## config.mk

```make
export PLATFORM = sky130hd
export DESIGN_NAME = external_irq_event_ctrl
export DESIGN_NICKNAME = d
export VERILOG_FILES = /design/src/include/ext_irq_pkg.sv /design/src/external_irq_event_ctrl.sv
export SDC_FILE = /design/constraint.sdc
export NUM_CORES = 1
export LEC_CHECK = 0
export BUFFER_PORTS_ARGS = -buffer_cell sky130_fd_sc_hd__buf_2
export CAP_MARGIN = 0
export CORE_ASPECT_RATIO = 1.75
export CORE_MARGIN = 4
export CORE_UTILIZATION = 39
export CTS_CLUSTER_SIZE = 30
export DETAILED_ROUTE_END_ITERATION = 12
export MAX_ROUTING_LAYER = met4
export SYNTH_ARGS = -nofsm -noshare
export SYNTH_HDL_FRONTEND = slang
export SYNTH_SLANG_ARGS = --single-unit
```

## constraint.sdc

```tcl
create_clock -name i_mclk -period 6.3 [get_ports i_mclk]
set_clock_uncertainty 0.1 [all_clocks]
set_input_delay 1.26 -clock i_mclk [delete_from_list [all_inputs] [get_ports i_mclk]]
set_output_delay 1.26 -clock i_mclk [all_outputs]
set_load 0.02 [all_outputs]
```

## src/include/ext_irq_pkg.sv

```systemverilog
// Purpose: constants and types for the external line interrupt/event block
// Assumes: single clock, word-wide register port, 19 lines by default
// Notes: offsets are byte addresses on the plain register port
package ext_irq_pkg;

  localparam int unsigned NUM_LINES = 19;
  localparam int unsigned ADDR_W = 8;
  localparam int unsigned DATA_W = 32;

  // ----------------------------------------------------------------
  // register offsets
  // ----------------------------------------------------------------
  localparam logic [7:0] OFF_IRQ_MASK = 8'h00;
  localparam logic [7:0] OFF_EVT_MASK = 8'h04;
  localparam logic [7:0] OFF_RISE_EN = 8'h08;
  localparam logic [7:0] OFF_FALL_EN = 8'h0c;
  localparam logic [7:0] OFF_SW_TRIG = 8'h10;
  localparam logic [7:0] OFF_PENDING = 8'h14;
  localparam logic [7:0] OFF_ISTAT = 8'h18;
  localparam logic [7:0] OFF_SUM_MASK = 8'h1c;

  localparam logic [31:0] REG_RESET = 32'h0000_0000;

  // status bits of the block's own summary interrupt
  localparam int unsigned ST_PEND_SET = 0;
  localparam int unsigned ST_EVT_SENT = 1;
  localparam int unsigned ST_SW_TRIG = 2;
  localparam int unsigned ST_W = 3;

  typedef struct packed {
    logic [7:0] addr;
    logic [31:0] wdata;
    logic wr;
    logic rd;
  } reg_req_type;

endpackage

```

## src/external_irq_event_ctrl.sv

```systemverilog
// Purpose: external line interrupt and event controller
// Assumes: pins synchronous-ish, resynchronised here; one 200 MHz clock
// Notes: pending bits clear by writing 1; event pulses bypass handlers
//
// Function
// - only pin-driven external lines are handled by this block
// - allowed interrupt plus matching edge sets the line pending bit
// - writing 1 to pending clears bit and its request
// - enabled event plus matching edge gives one pulse, no pending
// - software trigger with event enabled gives an event pulse
// - software trigger with interrupt allowed sets the pending bit
// - event pulses drive hardware directly, not via any handler
// - interrupt mask per line: 0 blocks, 1 passes
// - event mask per line: 0 blocks, 1 passes
// - rising and falling enables may both be set
// - rising edge during rising-enable write is ignored
//
// Added by the designer: the register addresses and the plain strobed port.
`timescale 1ns/10ps
module external_irq_event_ctrl
  import ext_irq_pkg::*;
#(
  parameter int unsigned LINES = NUM_LINES
) (
  // clock and reset
  input wire logic i_mclk,
  input wire logic i_rst,
  // register port
  input wire logic [ADDR_W-1:0] i_addr,
  input wire logic [DATA_W-1:0] i_wdata,
  input wire logic i_wr,
  input wire logic i_rd,
  output logic [DATA_W-1:0] o_rdata,
  // external lines
  input wire logic [LINES-1:0] i_ext_line,
  // to nested_vector_controller and wake-up logic
  output logic [LINES-1:0] o_irq_req,
  output logic [LINES-1:0] o_evt_pulse,
  output logic o_evt_any,
  output logic o_irq
);

  // the line vector must fit one register word
  if (LINES < 1 || LINES > DATA_W) begin : g_bad_lines
    $error("LINES must be 1..32");
  end

  reg_req_type req;
  assign req = '{addr: i_addr, wdata: i_wdata, wr: i_wr, rd: i_rd};

  // ----------------------------------------------------------------
  // line synchroniser and edge detect
  // ----------------------------------------------------------------
  logic [LINES-1:0] sync1_q, sync2_q, prev_q;
  logic [LINES-1:0] rise, fall;

  always_ff @(posedge i_mclk or posedge i_rst) begin
    if (i_rst) begin
      sync1_q <= '0;
      sync2_q <= '0;
      prev_q <= '0;
    end else begin
      sync1_q <= i_ext_line;
      sync2_q <= sync1_q;
      prev_q <= sync2_q;
    end
  end

  assign rise = sync2_q & ~prev_q;
  assign fall = ~sync2_q & prev_q;

  // ----------------------------------------------------------------
  // configuration registers
  // ----------------------------------------------------------------
  logic [LINES-1:0] irq_mask_q, irq_mask_d;
  logic [LINES-1:0] evt_mask_q, evt_mask_d;
  logic [LINES-1:0] rise_en_q, rise_en_d;
  logic [LINES-1:0] fall_en_q, fall_en_d;
  logic [ST_W-1:0] sum_mask_q, sum_mask_d;

  always_comb begin
    irq_mask_d = irq_mask_q;
    evt_mask_d = evt_mask_q;
    rise_en_d = rise_en_q;
    fall_en_d = fall_en_q;
    sum_mask_d = sum_mask_q;
    if (req.wr) begin
      unique case (req.addr)
        OFF_IRQ_MASK: irq_mask_d = req.wdata[LINES-1:0];
        OFF_EVT_MASK: evt_mask_d = req.wdata[LINES-1:0];
        OFF_RISE_EN: rise_en_d = req.wdata[LINES-1:0];
        OFF_FALL_EN: fall_en_d = req.wdata[LINES-1:0];
        OFF_SUM_MASK: sum_mask_d = req.wdata[ST_W-1:0];
        default: ;
      endcase
    end
  end

  always_ff @(posedge i_mclk or posedge i_rst) begin
    if (i_rst) begin
      irq_mask_q <= REG_RESET[LINES-1:0];
      evt_mask_q <= REG_RESET[LINES-1:0];
      rise_en_q <= REG_RESET[LINES-1:0];
      fall_en_q <= REG_RESET[LINES-1:0];
      sum_mask_q <= REG_RESET[ST_W-1:0];
    end else begin
      irq_mask_q <= irq_mask_d;
      evt_mask_q <= evt_mask_d;
      rise_en_q <= rise_en_d;
      fall_en_q <= fall_en_d;
      sum_mask_q <= sum_mask_d;
    end
  end

  // ----------------------------------------------------------------
  // trigger, pending and event logic
  // ----------------------------------------------------------------
  logic rise_wr;
  logic [LINES-1:0] hw_trig, sw_trig, irq_set, evt_set, pend_clr;
  logic [LINES-1:0] pend_q, pend_d;
  logic [LINES-1:0] evt_q, evt_d;
  logic evt_any_q, evt_any_d;

  assign rise_wr = req.wr && (req.addr == OFF_RISE_EN);
  // rising edge lost when rising enable is being written
  assign hw_trig = (rise & rise_en_q & {LINES{~rise_wr}})
                 | (fall & fall_en_q);
  assign sw_trig = (req.wr && req.addr == OFF_SW_TRIG)
                 ? req.wdata[LINES-1:0] : '0;
  assign irq_set = (hw_trig | sw_trig) & irq_mask_q;
  assign evt_set = (hw_trig | sw_trig) & evt_mask_q;
  assign pend_clr = (req.wr && req.addr == OFF_PENDING)
                  ? req.wdata[LINES-1:0] : '0;

  always_comb begin
    // write-1 clear; a same-cycle set wins
    pend_d = (pend_q & ~pend_clr) | irq_set;
    // event pulse lasts one cycle straight to hardware
    evt_d = evt_set;
    evt_any_d = |evt_set;
  end

  always_ff @(posedge i_mclk or posedge i_rst) begin
    if (i_rst) begin
      pend_q <= '0;
      evt_q <= '0;
      evt_any_q <= 1'b0;
    end else begin
      pend_q <= pend_d;
      evt_q <= evt_d;
      evt_any_q <= evt_any_d;
    end
  end

  // requests straight from the pending bits, set by pin edges or software trigger
  assign o_irq_req = pend_q;
  assign o_evt_pulse = evt_q;
  assign o_evt_any = evt_any_q;

  // ----------------------------------------------------------------
  // summary status, mask and read port
  // ----------------------------------------------------------------
  logic [ST_W-1:0] istat_q, istat_d, ev_now;
  logic istat_rd;
  logic irq_q, irq_d;
  logic [DATA_W-1:0] rdata_q, rdata_d;

  assign ev_now[ST_PEND_SET] = |irq_set;
  assign ev_now[ST_EVT_SENT] = |evt_set;
  assign ev_now[ST_SW_TRIG] = |sw_trig;
  assign istat_rd = req.rd && (req.addr == OFF_ISTAT);

  always_comb begin
    // read clears, but a new event in the same cycle stays
    istat_d = (istat_rd ? '0 : istat_q) | ev_now;
    irq_d = |(istat_d & sum_mask_q);
    rdata_d = '0;
    if (req.rd) begin
      unique case (req.addr)
        OFF_IRQ_MASK: rdata_d[LINES-1:0] = irq_mask_q;
        OFF_EVT_MASK: rdata_d[LINES-1:0] = evt_mask_q;
        OFF_RISE_EN: rdata_d[LINES-1:0] = rise_en_q;
        OFF_FALL_EN: rdata_d[LINES-1:0] = fall_en_q;
        OFF_PENDING: rdata_d[LINES-1:0] = pend_q;
        OFF_ISTAT: rdata_d[ST_W-1:0] = istat_q;
        OFF_SUM_MASK: rdata_d[ST_W-1:0] = sum_mask_q;
        default: rdata_d = '0;
      endcase
    end
  end

  always_ff @(posedge i_mclk or posedge i_rst) begin
    if (i_rst) begin
      istat_q <= '0;
      irq_q <= 1'b0;
      rdata_q <= '0;
    end else begin
      istat_q <= istat_d;
      irq_q <= irq_d;
      rdata_q <= rdata_d;
    end
  end

  assign o_irq = irq_q;
  assign o_rdata = rdata_q;

  // ----------------------------------------------------------------
  // checks
  // ----------------------------------------------------------------
  genvar g;
  generate
    for (g = 0; g < LINES; g++) begin : g_chk
      a_pend_on_hw: assert property (
        @(posedge i_mclk) disable iff (i_rst)
        (rise[g] && rise_en_q[g] && !rise_wr && irq_mask_q[g])
          |=> pend_q[g])
        else $error("pending not set by rising edge");
      a_rise_en_off: assert property (
        @(posedge i_mclk) disable iff (i_rst)
        (rise[g] && !rise_en_q[g] && !sw_trig[g] && !pend_q[g])
          |=> !pend_q[g])
        else $error("pending set by disabled edge");
      a_pend_clear: assert property (
        @(posedge i_mclk) disable iff (i_rst)
        (pend_clr[g] && !irq_set[g]) |=> !pend_q[g] && !o_irq_req[g])
        else $error("pending not cleared by write 1");
      a_pend_hold: assert property (
        @(posedge i_mclk) disable iff (i_rst)
        (pend_q[g] && !pend_clr[g]) |=> pend_q[g])
        else $error("pending dropped without clear");
      a_evt_pulse: assert property (
        @(posedge i_mclk) disable iff (i_rst)
        (fall[g] && fall_en_q[g] && evt_mask_q[g]) |=> o_evt_pulse[g])
        else $error("event pulse missing");
      a_evt_no_pend: assert property (
        @(posedge i_mclk) disable iff (i_rst)
        (!irq_mask_q[g] && !pend_q[g] && !sw_trig[g]) |=> !pend_q[g])
        else $error("masked line set pending");
      a_sw_event: assert property (
        @(posedge i_mclk) disable iff (i_rst)
        (sw_trig[g] && evt_mask_q[g]) |=> o_evt_pulse[g])
        else $error("software event missing");
      a_sw_irq: assert property (
        @(posedge i_mclk) disable iff (i_rst)
        (sw_trig[g] && irq_mask_q[g]) |=> pend_q[g])
        else $error("software irq missing");
      a_irq_mask: assert property (
        @(posedge i_mclk) disable iff (i_rst)
        (!irq_mask_q[g] && pend_clr[g]) |=> !pend_q[g])
        else $error("masked line pending after clear");
      a_evt_mask: assert property (
        @(posedge i_mclk) disable iff (i_rst)
        (!evt_mask_q[g]) |=> !o_evt_pulse[g])
        else $error("event passed while masked");
      a_fall_pend: assert property (
        @(posedge i_mclk) disable iff (i_rst)
        (fall[g] && fall_en_q[g] && irq_mask_q[g]) |=> pend_q[g])
        else $error("pending not set by falling edge");
      a_rise_ignore: assert property (
        @(posedge i_mclk) disable iff (i_rst)
        (rise[g] && rise_wr && !fall_en_q[g] && !sw_trig[g])
          |=> !o_evt_pulse[g])
        else $error("rising edge recognised during write");
      a_rise_lost: assert property (
        @(posedge i_mclk) disable iff (i_rst)
        (rise[g] && rise_wr && !pend_q[g]) |=> !pend_q[g])
        else $error("pending set by edge during write");
      a_edge_sync: assert property (
        @(posedge i_mclk) disable iff (i_rst)
        ($rose(sync2_q[g])) |-> rise[g] ##1 !rise[g])
        else $error("edge strobe not one cycle");
    end
  endgenerate

  // whole-word checks
  a_sync_delay: assert property (
    @(posedge i_mclk) disable iff (i_rst)
    (!$past(i_rst) && !$past(i_rst, 2))
      |-> sync2_q == $past(i_ext_line, 2))
    else $error("line synchroniser delay wrong");
  a_evt_any: assert property (
    @(posedge i_mclk) disable iff (i_rst)
    o_evt_any == (|o_evt_pulse))
    else $error("event summary differs from pulses");
  a_irq_mask_wr: assert property (
    @(posedge i_mclk) disable iff (i_rst)
    (i_wr && i_addr == OFF_IRQ_MASK)
      |=> irq_mask_q == $past(i_wdata[LINES-1:0]))
    else $error("interrupt mask write lost");
  a_rise_en_wr: assert property (
    @(posedge i_mclk) disable iff (i_rst)
    (i_wr && i_addr == OFF_RISE_EN)
      |=> rise_en_q == $past(i_wdata[LINES-1:0]))
    else $error("rising enable write lost");
  a_rdata_pend: assert property (
    @(posedge i_mclk) disable iff (i_rst)
    (i_rd && i_addr == OFF_PENDING)
      |=> o_rdata[LINES-1:0] == $past(pend_q))
    else $error("pending read data wrong");
  a_rdata_idle: assert property (
    @(posedge i_mclk) disable iff (i_rst)
    !$past(i_rd) |-> o_rdata == '0)
    else $error("read data outside read cycle");
  a_sum_irq: assert property (
    @(posedge i_mclk) disable iff (i_rst)
    o_irq == (|(istat_q & $past(sum_mask_q))))
    else $error("summary interrupt level wrong");
  a_stat_clear: assert property (
    @(posedge i_mclk) disable iff (i_rst)
    (istat_rd && ev_now == '0) |=> istat_q == '0)
    else $error("status not cleared by read");

endmodule

```

==> results.tsv <==
metric	value	unit
status	completed	
hp-class	flop to flop	
routabilityCongestion	0.857	
synth_compound_area_share	9.85	%
cts.clk_slew.worst_paths	0.07	ns
coreArea	20500	µm²
clk_path_buf_depth	2	
die_h	199	µm
crit_fanout	29	
synthDistinctLibCells	49	
crit_type	input port to flop	
power_density	270	nW/µm²
drt-initial-drc-count	505	
htree_num_levels	4	
wl_per_cell	21.8	µm
synth_top_area_cell	dfrtp_1	
syn_area_per_cell	12.1	µm²
crit_path_start_kind	input port	
cts_hold_buf	0	
clock-root-buffer	clkbuf_16	
maxSlewHeadroom	23.6	%
worst_slew_pin_slew	1.15	ns
synth_top_area_share	60.7	%
ys_seq_area_share	60.7	%
yosys.area_share.simple	13.1	%
setup_viol	0	
drc	0	
cp_top_family	simple AND/OR/NAND/NOR gates	
fin_crit_sh	73.5	%
yosys_warnings	0	
initial_core_util	39.9	%
grt_setup_unrepaired	no	
ant_nets	0	
synth_area_leaders	dfrtp_1, mux2_2, nand2_1	
fin_crit	4.63	ns
p_leak	4.76	nW
r2r_end	o_evt_any$_DFF_PP0_	
syn_to_final_growth	16.4	%
drt-total-wl	22800	µm
crit_buf_inv	2	
io_buffer_count	108	
clock-sinks	198	
hpwl	15700	µm
die-area	23400	µm²
grt_pass1_vias	6154	
reg2reg_from	rise_en_q[0]$_DFFE_PP0P_	
hold_depth	0	
fp-row-count	69	
cp-end-kind	flop	
cp_slowest_cell	buf_2	
worstPathRequired	6.53	ns
cts-buffers-inserted	17	
drive_gt1_share	29.9	%
critical_path_arrival	4.86	ns
nFillCells	1896	
finalHoldViolations	0	
gr-total-overflow	0	
final_util	46.5	%
cts_setup_buffers	0	
cp_cell_sequence	buf_2, nor4b_4, buf_4, a31oi_1, o31ai_1, o21ai_0, or3_1, or4_1, a221o_1	
synth-seq-cells	198	
syn_inst	677	
reg2reg_slack	3.52	ns
maxCapViolCount	0	
ctsResizeCount	0	
grt_max_degree	79	
syn_area	8160	µm²
synth_top_family_by_area	simple AND/OR/NAND/NOR gates	
track_usage	20.4	%
final_nets	850	
vias_per_cell	5.55	
ir_drop	0.165	mV
cts_tree	done	
ioPinCount	135	
min_to	sync2_q[4]$_DFF_PP0_	
clk_latency	0.44	ns
reg2reg_depth	6	
slowest_delay	0.68	ns
synthXorXnorAreaFrac	0	%
grt_pass1_wl	35100	µm
hp-start	sync1_q[4]$_DFF_PP0_	
routed-via-count	5815	
diodes	0	
antenna_found_initial	0	
fmax	216	MHz
yosys-mux-area-fraction	13.1	%
slew_viol_final	0	
first_pass_iters	5	
synth_fa_ha_area_share	0	%
die_width	117	µm
totalNegativeSetupSlack	0	ns
-- synth_stat cells (all sizes together) --
cell type  number
a2111o          2
a2111oi         1
a211o           4
a211oi          2
a21o            3
a21oi           6
a221o           3
a221oi         18
a222oi          4
a22o            1
a22oi           3
a31oi          15
and2           10
and3            3
and4            4
buf            23
clkbuf         20
conb            1
dfrtp         198
inv             7
mux2           80
mux2i          17
nand2         109
nand2b          3
nand3           4
nand3b         18
nand4           4
nor2           42
nor2b           1
nor3           10
nor4            6
nor4b           2
o2111ai         2
o21ai          21
o22ai           2
o31a            8
o31ai          13
o41ai           1
or3             1
or4             3
or4b            2
-- logic make-up after synthesis --
logic type	Yosys count
and+or+nand+nor	222
buffers and inverters	50
DFF	198
other	1
AOI/OAI and AO/OA	109
muxes	97
-- area by class of cell --
type	count	area, µm²	area share [%]
Clock buffer	19	443	4.66
Clock inverter	13	123	1.29
Inverter	7	30.0	0.316
Multi-Input combinational cell	441	3000	31.6
Sequential cell	198	4950	52.1
Tap cell	248	310	3.26
Timing Repair Buffer	122	646	6.79
-- cell usage in the layout (no fill, tap or decap), types with 2 or more instances in the layout --
cell type / count
a22oi_1: 3
nor2_1: 42
o22ai_1: 2
a221oi_1: 18
nor4_1: 5
dfrtp_1: 198
mux2_2: 80
and3_1: 3
o31a_1: 8
nand4_1: 4
o31ai_1: 13
inv_6: 2
a222oi_1: 4
nand3b_1: 18
mux2i_1: 17
a221o_1: 3
buf_2: 108
inv_1: 6
o2111ai_1: 2
clkbuf_16: 17
conb_1: 13
a2111o_1: 2
and4_1: 4
o21ai_0: 20
or4b_1: 2
buf_4: 14
nand3_1: 4
nand2_1: 109
or4_1: 3
clkinv_2: 2
a211o_1: 4
a31oi_1: 15
clkinvlp_4: 7
nand2b_1: 2
a21oi_1: 6
a21o_1: 3
and2_1: 10
nor3_1: 10
-- registers in the layout, indices dropped and copies added (netlist names) --
name,count
o_evt_pulse,19
rise_en_q,19
o_irq_req,19
istat_q,3
o_irq,1
prev_q,19
sync2_q,19
o_evt_any,1
irq_mask_q,19
evt_mask_q,19
fall_en_q,19
o_rdata,19
sync1_q,19
sum_mask_q,3
-- worst max-delay path by stage --
| stage | startpoint | endpoint | slack (ns) | depth (start not counted) |
|---|---|---|---|---|
| global route | i_addr[3] | o_irq$_DFF_PP0_ | 1.56 | 9 |
| CTS | i_addr[3] | o_evt_any$_DFF_PP0_ | 1.72 | 8 |
| floorplan | i_rst | evt_mask_q[0]$_DFFE_PP0P_ | 2.38 | 1 |
| global placement | i_addr[3] | o_irq$_DFF_PP0_ | 1.24 | 9 |
| finish | i_addr[3] | o_irq$_DFF_PP0_ | 1.67 | 9 |
| detailed placement | i_addr[3] | o_irq$_DFF_PP0_ | 1.26 | 9 |
-- power breakdown --
part	switching [W]	internal [W]	total (W)
registers	0.0000380	0.00132	0.00136
clock network	0.000496	0.000559	0.00106
logic	0.0000984	0.0000556	0.000154
total	0.000632	0.00194	0.00257
-- through the flow --
step	hold slack, ns	instances	instance area (µm²)	power, W	worst slack [ns]
final	0.249	1048	9510	0.00257	1.67
after global routing	0.254	1048	9510	0.00267	1.56
after CTS	0.251	1048	9510	0.00260	1.72
after detailed placement	0.236	1016	8940	0.00154	1.26
after global placement	0.232	1016	8940	0.00154	1.24
after floorplan	0.231	689	8210	0.00147	2.38
-- per-layer routing --
| metal | GRT usage [%] | routed length, µm | vias up |
|---|---|---|---|
| li1 | - | - | 2629 |
| met2 | 34.7 | 11700 | 214 |
| met5 | - | 0 | - |
| met4 | 9.57 | 835 | 0 |
| met3 | 4.11 | 1170 | 49 |
| met1 | 23.5 | 9100 | 2923 |
Note: power is estimated with default switching activity, not from simulation.
